==> config.mk <==
export PLATFORM = sky130hd
export DESIGN_NAME = pst_stall_timing
export DESIGN_NICKNAME = d
export VERILOG_FILES = /design/src/core/pst_pkg.sv /design/src/core/pst_addr_time.sv /design/src/core/pst_branch_pred.sv /design/src/core/pst_stall_timing.sv
export VERILOG_INCLUDE_DIRS = /design/src /design/src/core
export SDC_FILE = /design/constraint.sdc
export NUM_CORES = 1
export LEC_CHECK = 0
export BUFFER_PORTS_ARGS = -buffer_cell sky130_fd_sc_hd__buf_2
export CAP_MARGIN = 5
export CORE_MARGIN = 3
export CORE_UTILIZATION = 47
export DETAILED_ROUTE_END_ITERATION = 10
export PLACE_DENSITY = 0.77
export SYNTH_ARGS = -nofsm -noshare
export SYNTH_HDL_FRONTEND = slang
export SYNTH_HIERARCHICAL = 1
export SYNTH_SLANG_ARGS = --single-unit
export TNS_END_PERCENT = 10
==> constraint.sdc <==
create_clock -name clk_sys_i -period 6.3 [get_ports clk_sys_i]
set_clock_uncertainty 0.1 [all_clocks]
set_input_delay 1.575 -clock clk_sys_i [delete_from_list [all_inputs] [get_ports clk_sys_i]]
set_output_delay 1.575 -clock clk_sys_i [all_outputs]
set_load 0.01 [all_outputs]
==> src/core/pst_defines.svh <==
// cycle figures and condition codes for the pipeline stall timing block
// assumes single processor clock; every figure below except the two condition codes is a count of clock cycles
// Notes on behaviour
// - non-sequential icache miss stalls five cycles
// - sequential icache miss averages 2.5 cycles
// - dcache miss two cycles, burst three more
// - read after burst miss: three, then two
// - straddling data access costs two cycles
// - straddling non-sequential opcode costs one cycle
// - page change or serializing costs two cycles
// - address extra is pair term plus operands
// - mode cost: relative 3, external 8, scaled 2
// - float adds three plus two per memory long
// - slave transfer: id/opcode or last word
// - finishing interval after slave done signal
// - size selector zero single, one double
// - break zero: address unit continues immediately
// - positive break: wait that many cycles
// - negative break: restart magnitude before end
// - drain waits six/seven, second write two
// - interlocked bit ops drain, then three more
// - branch timing has four outcome classes
// - base time excludes dependency and storage delays
// - predict taken if backward, not-equal or less-equal
// - back-to-back conditional branches cost two cycles
`ifndef PST_DEFINES_SVH
`define PST_DEFINES_SVH
`define PST_IMISS_NONSEQ   8'h05
`define PST_IMISS_SEQ_LO   8'h02
`define PST_IMISS_SEQ_HI   8'h03
`define PST_DMISS          8'h02
`define PST_DMISS_BURST    8'h03
`define PST_FOLLOW_NEXT    8'h03
`define PST_FOLLOW_SECOND  8'h02
`define PST_DATA_STRADDLE  8'h02
`define PST_OPC_STRADDLE   8'h01
`define PST_PAGE_XLATE     8'h02
`define PST_WB_FIRST_FAST  8'h06
`define PST_WB_FIRST_SLOW  8'h07
`define PST_WB_SECOND      8'h02
`define PST_RMW_EXTRA      8'h03
`define PST_B2B_BRANCH     8'h02
`define PST_PAIR_MEM       8'h02
`define PST_MODE_MEMREL    8'h03
`define PST_MODE_EXT       8'h08
`define PST_MODE_SCALED    8'h02
`define PST_FLT_BASE       8'h03
`define PST_FLT_PER_LONG   8'h02
`define PST_XFER_ID_OP     8'h02
`define PST_XFER_LAST32    8'h02
`define PST_FIN_DONE       8'h02
`define PST_FIN_READ_WORD  8'h02
`define PST_COND_NE        4'h1
`define PST_COND_LE        4'hd
`endif

==> src/core/pst_pkg.sv <==
// types and shared decode for the pipeline stall timing block
// assumes pst_defines.svh sits on the include path
`include "pst_defines.svh"
package pst_pkg;
	typedef enum logic [1:0] {
		PST_MODE_OTHER  = 2'b00,
		PST_MODE_MEMREL = 2'b01,
		PST_MODE_EXT    = 2'b10,
		PST_MODE_SCALED = 2'b11
	} pst_mode_type;

	typedef enum logic [1:0] {
		PST_TAKEN_RIGHT     = 2'b00,
		PST_TAKEN_WRONG     = 2'b01,
		PST_NOT_TAKEN_RIGHT = 2'b10,
		PST_NOT_TAKEN_WRONG = 2'b11
	} pst_branch_class_type;

	// address unit cost of one general operand
	function automatic logic [7:0] pst_mode_penalty(input pst_mode_type mode);
		logic [7:0] pen;
		pen = 8'h00;
		unique case (mode)
			PST_MODE_MEMREL: pen = `PST_MODE_MEMREL;
			PST_MODE_EXT:    pen = `PST_MODE_EXT;
			PST_MODE_SCALED: pen = `PST_MODE_SCALED;
			PST_MODE_OTHER:  pen = 8'h00;
		endcase
		return pen;
	endfunction : pst_mode_penalty
endpackage : pst_pkg

==> src/core/pst_addr_time.sv <==
// address unit extra time for general and floating operands
// assumes attributes are steady in the cycle load_i is high
`timescale 1ns/10ps
`include "pst_defines.svh"
module pst_addr_time (
	input  wire logic              clk_sys_i,
	input  wire logic              rst_b_i,
	input  wire logic              load_i,
	input  wire pst_pkg::pst_mode_type op1_mode_i,
	input  wire pst_pkg::pst_mode_type op2_mode_i,
	input  wire logic              two_mem_operands_i,
	input  wire logic              float_i,
	input  wire logic [1:0]        mem64_count_i,
	output logic [7:0]             addr_unit_extra_time_o,
	output logic [7:0]             float_addr_extra_time_o
);
	import pst_pkg::*;

	logic [7:0] operand1_mode_penalty;
	logic [7:0] operand2_mode_penalty;
	logic [7:0] tad_d, tad_q, float_addr_extra_time_d, float_addr_extra_time_q;

	// both terms are computed each load; float term is zero on integer work
	always_comb begin
		operand1_mode_penalty = pst_mode_penalty(op1_mode_i);
		operand2_mode_penalty = pst_mode_penalty(op2_mode_i);
		tad_d  = tad_q;
		float_addr_extra_time_d = float_addr_extra_time_q;
		if (load_i) begin
			tad_d = (two_mem_operands_i ? `PST_PAIR_MEM : 8'h00)
				+ operand1_mode_penalty + operand2_mode_penalty;
			float_addr_extra_time_d = float_i ? 8'(`PST_FLT_BASE + `PST_FLT_PER_LONG * {6'h00, mem64_count_i})
				: 8'h00;
		end
	end

	always_ff @(posedge clk_sys_i or negedge rst_b_i) begin
		if (!rst_b_i) begin
			tad_q  <= 8'h00;
			float_addr_extra_time_q <= 8'h00;
		end else begin
			tad_q  <= tad_d;
			float_addr_extra_time_q <= float_addr_extra_time_d;
		end
	end

	assign addr_unit_extra_time_o  = tad_q;
	assign float_addr_extra_time_o = float_addr_extra_time_q;
endmodule : pst_addr_time

==> src/core/pst_branch_pred.sv <==
// static branch prediction, outcome class and back-to-back detection
// assumes one load_i pulse per instruction; outputs are combinational
`timescale 1ns/10ps
`include "pst_defines.svh"
module pst_branch_pred (
	input  wire logic                 clk_sys_i,
	input  wire logic                 rst_b_i,
	input  wire logic                 load_i,
	input  wire logic                 branch_cond_i,
	input  wire logic                 branch_backward_i,
	input  wire logic [3:0]           cond_code_i,
	input  wire logic                 branch_taken_i,
	output logic                      predict_taken_o,
	output pst_pkg::pst_branch_class_type branch_class_o,
	output logic [7:0]                b2b_penalty_o
);
	import pst_pkg::*;

	logic prev_cond_d, prev_cond_q;

	// prediction and outcome class
	always_comb begin
		predict_taken_o = branch_backward_i || cond_code_i == `PST_COND_NE
			|| cond_code_i == `PST_COND_LE;
		unique case ({branch_taken_i, predict_taken_o})
			2'b11: branch_class_o = PST_TAKEN_RIGHT;
			2'b10: branch_class_o = PST_TAKEN_WRONG;
			2'b00: branch_class_o = PST_NOT_TAKEN_RIGHT;
			2'b01: branch_class_o = PST_NOT_TAKEN_WRONG;
		endcase
		// single alternate-stream register: a second conditional waits for it
		b2b_penalty_o = (branch_cond_i && prev_cond_q) ? `PST_B2B_BRANCH : 8'h00;
		prev_cond_d   = load_i ? branch_cond_i : prev_cond_q;
	end

	always_ff @(posedge clk_sys_i or negedge rst_b_i) begin
		if (!rst_b_i) begin
			prev_cond_q <= 1'b0;
		end else begin
			prev_cond_q <= prev_cond_d;
		end
	end
endmodule : pst_branch_pred

==> src/core/pst_stall_timing.sv <==
// per-instruction stall accounting for a four-stage pipeline
// assumes one instr_valid_i pulse per instruction with its attributes steady
// in that cycle, and that the next pulse waits until stall_o falls
`timescale 1ns/10ps
`include "pst_defines.svh"
module pst_stall_timing (
	input  wire logic              clk_sys_i,
	input  wire logic              rst_b_i,
	input  wire logic              instr_valid_i,
	input  wire logic [7:0]        exec_unit_time_i,
	input  wire logic              icache_miss_i,
	input  wire logic              fetch_seq_i,
	input  wire logic              page_change_i,
	input  wire logic              serialize_i,
	input  wire logic              dcache_miss_i,
	input  wire logic              dcache_burst_i,
	input  wire logic              mem_read_i,
	input  wire logic              data_straddle_i,
	input  wire logic              opcode_straddle_i,
	input  wire logic              wb_drain_i,
	input  wire logic [1:0]        wb_pending_i,
	input  wire logic              wb_first_slow_i,
	input  wire logic              interlocked_bit_op_i,
	input  wire logic              break_valid_i,
	input  wire logic signed [7:0] break_k_i,
	input  wire pst_pkg::pst_mode_type op1_mode_i,
	input  wire pst_pkg::pst_mode_type op2_mode_i,
	input  wire logic              two_mem_operands_i,
	input  wire logic              float_i,
	input  wire logic [1:0]        mem64_count_i,
	input  wire logic              float_operand_i,
	input  wire logic              double_prec_i,
	input  wire logic              slave_done_i,
	input  wire logic              slave_result_i,
	input  wire logic              branch_cond_i,
	input  wire logic              branch_backward_i,
	input  wire logic [3:0]        cond_code_i,
	input  wire logic              branch_taken_i,
	output logic                   stall_o,
	output logic [7:0]             stall_cycles_o,
	output logic [8:0]             eff_time_o,
	output logic [7:0]             addr_unit_extra_time_o,
	output logic [7:0]             float_addr_extra_time_o,
	output logic                   au_hold_o,
	output logic                   size_sel_o,
	output logic [7:0]             cpu_to_slave_transfer_time_o,
	output logic                   finishing_o,
	output logic                   predict_taken_o,
	output pst_pkg::pst_branch_class_type branch_class_o
);
	import pst_pkg::*;

	logic [7:0] c_imiss, c_dmiss, c_follow, c_align, c_page, c_wb, c_b2b, stall_sum;
	logic [7:0] b2b_pen;
	logic       pred_c;
	pst_branch_class_type class_c;

	pst_addr_time u_addr (
		.clk_sys_i               (clk_sys_i),
		.rst_b_i                 (rst_b_i),
		.load_i                  (instr_valid_i),
		.op1_mode_i              (op1_mode_i),
		.op2_mode_i              (op2_mode_i),
		.two_mem_operands_i      (two_mem_operands_i),
		.float_i                 (float_i),
		.mem64_count_i           (mem64_count_i),
		.addr_unit_extra_time_o  (addr_unit_extra_time_o),
		.float_addr_extra_time_o (float_addr_extra_time_o)
	);

	pst_branch_pred u_branch (
		.clk_sys_i         (clk_sys_i),
		.rst_b_i           (rst_b_i),
		.load_i            (instr_valid_i),
		.branch_cond_i     (branch_cond_i),
		.branch_backward_i (branch_backward_i),
		.cond_code_i       (cond_code_i),
		.branch_taken_i    (branch_taken_i),
		.predict_taken_o   (pred_c),
		.branch_class_o    (class_c),
		.b2b_penalty_o     (b2b_pen)
	);

	// history: sequential-miss parity, burst misses one and two back, serialize
	logic half_d, half_q, burst1_d, burst1_q, burst2_d, burst2_q, ser_d, ser_q;

	// stall contributions per source; all add, except that an icache miss masks the page-change cost
	always_comb begin
		if (!icache_miss_i)
			c_imiss = 8'h00;
		else if (!fetch_seq_i)
			c_imiss = `PST_IMISS_NONSEQ;
		else
			c_imiss = half_q ? `PST_IMISS_SEQ_HI : `PST_IMISS_SEQ_LO;
		c_dmiss = dcache_miss_i ? 8'(`PST_DMISS + (dcache_burst_i ? `PST_DMISS_BURST : 8'h00))
			: 8'h00;
		if (mem_read_i && burst1_q)
			c_follow = `PST_FOLLOW_NEXT;
		else if (mem_read_i && burst2_q)
			c_follow = `PST_FOLLOW_SECOND;
		else
			c_follow = 8'h00;
		c_align = (data_straddle_i ? `PST_DATA_STRADDLE : 8'h00)
			+ ((opcode_straddle_i && !fetch_seq_i) ? `PST_OPC_STRADDLE : 8'h00);
		c_page = ((page_change_i && !icache_miss_i) || ser_q) ? `PST_PAGE_XLATE : 8'h00;
		c_wb = 8'h00;
		if (wb_drain_i || interlocked_bit_op_i) begin
			if (wb_pending_i != 2'b00)
				c_wb = wb_first_slow_i ? `PST_WB_FIRST_SLOW : `PST_WB_FIRST_FAST;
			if (wb_pending_i == 2'b10)
				c_wb = c_wb + `PST_WB_SECOND;
		end
		if (interlocked_bit_op_i)
			c_wb = c_wb + `PST_RMW_EXTRA;
		c_b2b = b2b_pen;
		stall_sum = c_imiss + c_dmiss + c_follow + c_align + c_page + c_wb + c_b2b;
		half_d   = half_q;
		burst1_d = burst1_q;
		burst2_d = burst2_q;
		ser_d    = ser_q;
		if (instr_valid_i) begin
			// alternate 2 and 3 so a run of sequential misses averages 2.5
			if (icache_miss_i && fetch_seq_i)
				half_d = !half_q;
			burst1_d = dcache_miss_i && dcache_burst_i;
			burst2_d = burst1_q;
			ser_d    = serialize_i;
		end
	end

	always_ff @(posedge clk_sys_i or negedge rst_b_i) begin
		if (!rst_b_i) begin
			half_q   <= 1'b0;
			burst1_q <= 1'b0;
			burst2_q <= 1'b0;
			ser_q    <= 1'b0;
		end else begin
			half_q   <= half_d;
			burst1_q <= burst1_d;
			burst2_q <= burst2_d;
			ser_q    <= ser_d;
		end
	end

	// stall counter and reported times; base time stays separate from stalls
	logic [7:0] stall_cnt_d, stall_cnt_q, stall_cyc_d, stall_cyc_q;
	logic [8:0] eff_d, eff_q;
	logic       stall_d, stall_q;

	always_comb begin
		stall_cnt_d = (stall_cnt_q != 8'h00) ? stall_cnt_q - 8'h01 : 8'h00;
		stall_cyc_d = stall_cyc_q;
		eff_d       = eff_q;
		if (instr_valid_i) begin
			stall_cnt_d = stall_sum;
			stall_cyc_d = stall_sum;
			eff_d       = {1'b0, exec_unit_time_i} + {1'b0, stall_sum};
		end
		stall_d = stall_cnt_d != 8'h00;
	end

	always_ff @(posedge clk_sys_i or negedge rst_b_i) begin
		if (!rst_b_i) begin
			stall_cnt_q <= 8'h00;
			stall_cyc_q <= 8'h00;
			eff_q       <= 9'h000;
			stall_q     <= 1'b0;
		end else begin
			stall_cnt_q <= stall_cnt_d;
			stall_cyc_q <= stall_cyc_d;
			eff_q       <= eff_d;
			stall_q     <= stall_d;
		end
	end

	// address unit hold after a pipeline break
	logic [7:0] au_cnt_d, au_cnt_q, k_mag;
	logic       au_hold_d, au_hold_q;

	always_comb begin
		k_mag    = 8'(-break_k_i);
		au_cnt_d = (au_cnt_q != 8'h00) ? au_cnt_q - 8'h01 : 8'h00;
		if (instr_valid_i && break_valid_i) begin
			if (break_k_i == 8'sh00)
				au_cnt_d = 8'h00;
			else if (break_k_i > 8'sh00)
				au_cnt_d = 8'(break_k_i);
			else
				// held from the start, released |k| cycles before the end
				au_cnt_d = (exec_unit_time_i > k_mag) ? exec_unit_time_i - k_mag : 8'h00;
		end
		au_hold_d = au_cnt_d != 8'h00;
	end

	always_ff @(posedge clk_sys_i or negedge rst_b_i) begin
		if (!rst_b_i) begin
			au_cnt_q  <= 8'h00;
			au_hold_q <= 1'b0;
		end else begin
			au_cnt_q  <= au_cnt_d;
			au_hold_q <= au_hold_d;
		end
	end

	// floating slave transfer, finishing interval and branch report
	logic [7:0] xfer_d, xfer_q, fin_cnt_d, fin_cnt_q;
	logic       size_d, size_q, fin_d, fin_q, pred_q;
	pst_branch_class_type class_q;

	always_comb begin
		size_d = size_q;
		xfer_d = xfer_q;
		if (instr_valid_i && float_i) begin
			size_d = double_prec_i;
			// with operands only the last word is counted here, the rest in exec time
			xfer_d = float_operand_i ? `PST_XFER_LAST32 : `PST_XFER_ID_OP;
		end
		fin_cnt_d = (fin_cnt_q != 8'h00) ? fin_cnt_q - 8'h01 : 8'h00;
		if (slave_done_i)
			fin_cnt_d = `PST_FIN_DONE + (slave_result_i ? (size_q ? 8'(`PST_FIN_READ_WORD * 2)
				: `PST_FIN_READ_WORD) : 8'h00);
		fin_d = fin_cnt_d != 8'h00;
	end

	always_ff @(posedge clk_sys_i or negedge rst_b_i) begin
		if (!rst_b_i) begin
			size_q    <= 1'b0;
			xfer_q    <= 8'h00;
			fin_cnt_q <= 8'h00;
			fin_q     <= 1'b0;
			pred_q    <= 1'b0;
			class_q   <= PST_TAKEN_RIGHT;
		end else begin
			size_q    <= size_d;
			xfer_q    <= xfer_d;
			fin_cnt_q <= fin_cnt_d;
			fin_q     <= fin_d;
			if (instr_valid_i && branch_cond_i) begin
				pred_q  <= pred_c;
				class_q <= class_c;
			end
		end
	end

	assign stall_o                      = stall_q;
	assign stall_cycles_o               = stall_cyc_q;
	assign eff_time_o                   = eff_q;
	assign au_hold_o                    = au_hold_q;
	assign size_sel_o                   = size_q;
	assign cpu_to_slave_transfer_time_o = xfer_q;
	assign finishing_o                  = fin_q;
	assign predict_taken_o              = pred_q;
	assign branch_class_o               = class_q;

	// check helpers: last sequential-miss penalty and whether the last pulse was a burst miss
	// kept apart from the history flops so the checks do not lean on the logic they guard
	logic [7:0] seq_pen_d, seq_pen_q;
	logic       seq_seen_d, seq_seen_q, bmiss_d, bmiss_q;

	always_comb begin
		seq_pen_d  = seq_pen_q;
		seq_seen_d = seq_seen_q;
		bmiss_d    = bmiss_q;
		if (instr_valid_i) begin
			bmiss_d = dcache_miss_i && dcache_burst_i;
			if (icache_miss_i && fetch_seq_i) begin
				seq_pen_d  = c_imiss;
				seq_seen_d = 1'b1;
			end
		end
	end

	always_ff @(posedge clk_sys_i or negedge rst_b_i) begin
		if (!rst_b_i) begin
			seq_pen_q  <= 8'h00;
			seq_seen_q <= 1'b0;
			bmiss_q    <= 1'b0;
		end else begin
			seq_pen_q  <= seq_pen_d;
			seq_seen_q <= seq_seen_d;
			bmiss_q    <= bmiss_d;
		end
	end
endmodule : pst_stall_timing

==> results.yml <==
routing:
  drt_first_pass_iters: 5
  wirelength_mm: 11.0
  routedWlPerCell_um: 14.1
  drtIter0Drc: 182
  via_per_inst: 5.28
  ant_nets: 0
  drc: 0
  routed-via-count: 4120
floorplan:
  die-area_sq_um: 12000
  ios: 101
  core_area_sq_um: 10400
  rows: 37
  die-height_um: 110
  die_w_um: 110
  start_util_pct: 48.6
timing:
  finalHoldViolCount: 0
  rsz0062_at_grt: "no"
  slew_headroom_pct: 45.7
  slew_violations: 0
  setup_viol: 0
  period_needed_ps: 6090
  fmax_mhz: 164
  period_share_pct: 96.6
  tightest_slew_ps: 814
yosys:
  synth_area_per_cell_sq_um: 9.46
  ys_ff_latch: 64
  netlist_area_sq_um: 5030
  synthTopCellsByArea: "dfrtp_1, ha_1, fa_1, inv_1, xnor2_1"
  synth.top_cell.area_share_pct: 31.8
  ys.flop_type: "dfrtp_1"
  yosysWarningCount: 6
  synth-async-reset-ratio_pct: 100
  synth-edff-count: 0
  post-synth-top-count-cell: "dfrtp_1"
  yosys.area.top_type: "dfrtp_1"
  ys_types: 75
  synth_common_cells: "dfrtp_1, inv_1, ha_1"
  ys_seq_area_share_pct: 31.8
  syn_inst: 532
global_routing:
  grt_pass1_vias: 3961
  grt_use_total_pct: 19.1
  grt_max_degree: 65
  grt_pass1_wl_mm: 18.1
  antenna_found_initial: 0
  gr-total-overflow: 0
place:
  io_buffers: 86
  place_congestion: 0.870
  hpwl_mm: 8.77
  placed_cell_area_sq_um: 5660
final_layout:
  drive_gt1_share_pct: 28.6
  multiInputGateArea_sq_um: 3130
  fin_area_sq_um: 5930
  area_growth_syn_to_layout_pct: 17.7
  final_nets: 753
  diodes: 0
  regArea_sq_um: 1600
  fillCellCount: 893
pwr:
  swShare_pct: 40.7
  p_leak_nw: 2.88
  seq_power_share_pct: 29.7
  p_total_mw: 2.26
  switching_power_mw: 0.919
  ir_worst_vdd_mv: 0.289
  power_frac_clock_pct: 14.3
  power_density_nw_per_um2: 381
  comb_power_share_pct: 56.0
  internal_power_mw: 1.34
critical_path:
  r2r_start: "u_branch/prev_cond_q"
  worstPathMaxFanout: 3
  end_kind: "flip-flop"
  timing.rr.end: "eff_time_o[6]"
  rrSetupSlack_ps: 1710
  required_ps: 6440
  startpoint_type: "input pin"
  crit_type: "input pin to flip-flop"
  rr_worst_depth: 15
  worstPathArrival_ps: 6230
clock_tree:
  htree_levels: 3
  clk_path_buf_depth: 2
  clock_tree.root_cell: "clkbuf_8"
  clkLatencyLatePin_ps: 350
  clk_pin_slew_ps: 70
  cts.sinks: 64
  cts_tree: "done"
  cts_buffers: 9
  hold_buffers: 0
run:
  cap_violations: 0
worst_hold_path:
  hp-class: "flip-flop to flip-flop"
  worstHoldStart: "cpu_to_slave_transfer_time_o[1]"
  hold_path_end: "cpu_to_slave_transfer_time_o[1]"
  min_path_cells: 1
status:
  status: "completed"
area by class of cell:
class                   count  share of cell area, %
clock buffers              10                   2.32
multi-input cells         392                   52.8
inverters                  61                   3.86
repair buffers            111                   10.4
well taps                 136                   2.87
clock inverters             6                  0.739
flip-flops and latches     64                   27.0
flip-flops by register name, summed over array words and instances (netlist names):
signal,flops
eff_time_o,9
au_cnt_q,8
fin_cnt_q,8
stall_cnt_q,8
stall_cycles_o,8
u_addr/addr_unit_extra_time_o,6
u_addr/float_addr_extra_time_o,4
branch_class_o,2
au_hold_o,1
burst1_q,1
burst2_q,1
cpu_to_slave_transfer_time_o,1
finishing_o,1
half_q,1
predict_taken_o,1
ser_q,1
size_sel_o,1
stall_o,1
u_branch/prev_cond_q,1
metal layers:
metal  track usage [%]  share of wire [%]  vias up
met2              33.0                 48      133
met3              3.46                6.7       19
met5                 0                  0        -
met1              24.4                 43     1935
li1                  -                  -     2033
met4              5.79                2.0        0
power by group through the flow:
stage	clock network [mW]	registers (mW)	logic (mW)
after global placement	0	0.668	1.15
after CTS	0.335	0.671	1.21
after floorplan	0	0.682	0.781
after global routing	0.349	0.695	1.42
after detailed placement	0	0.676	1.20
final	0.323	0.671	1.26
cells by family after synthesis:
group / share of synthesized area, %
compound gates: 15.4
xor+xnor: 5.91
fa+ha+maj: 17.2
buf+inv: 8.95
flops: 31.8
mux: 5.59
other cells: 0.224
simple gates: 14.9
through the flow:
step           instances  utilization [%]  TNS (ps)  worst slack (ps)  hold WS (ps)
3_3_place_gp         762             54.6      -495              -213           350
3_5_place_dp         762             54.6     -1010              -316           354
4_1_cts              778             56.3         0              43.2           375
5_1_grt              780             57.2         0              12.4           398
2_1_floorplan        549                -         0              3.67           345
6_report             780             57.2         0               215           377
critical path: stages:
cell,delay [ps]
buf_2,100
or2_4,260
ha_4,270
inv_2,40
a21oi_2,130
a31oi_2,50
fa_1,540
inv_2,40
fa_1,480
fa_1,550
inv_1,40
ha_1,220
fa_2,580
ha_1,250
a21o_1,170
a21oi_2,130
nor2b_1,60
o21a_1,170
or3_1,300
a31o_2,250
how the worst max path moves through the flow:
stage | from | end | slack, ps | depth (start not counted)
after floorplan | wb_pending_i[0] | eff_time_o[6] | 4 | 21
final | wb_pending_i[0] | eff_time_o[6] | 210 | 20
after detailed placement | wb_pending_i[0] | eff_time_o[6] | -320 | 20
after CTS | wb_pending_i[0] | eff_time_o[6] | 40 | 20
after global routing | wb_pending_i[0] | eff_time_o[6] | 10 | 20
after global placement | wb_pending_i[0] | eff_time_o[6] | -210 | 20
cells in the final DEF (no fill, tap or decap), types with 4 or more instances in the layout:
cell	instances
mux2_2	17
nor2b_1	9
nor2_1	28
fa_1	13
xor2_1	10
o21bai_1	4
ha_1	46
dfrtp_1	64
a21oi_1	19
mux2_4	4
a31o_2	5
o21ai_0	26
nand3_1	12
xnor2_1	23
or3_1	6
buf_2	86
nor3b_1	4
inv_1	59
o21ai_1	5
nand2_1	30
nor3_1	10
a21o_1	7
buf_4	25
or4_1	4
clkbuf_8	10
nand2b_1	5
a31oi_1	7
a21oi_2	7
conb_1	20
o21a_1	4
repair_timing:
action | 4_1_cts | 5_1_grt
gates resized for setup | 0 | 15
setup buffers | 0 | 2
endpoints found under the setup margin | 0 | 4
Power figures use the tool's default switching activity.
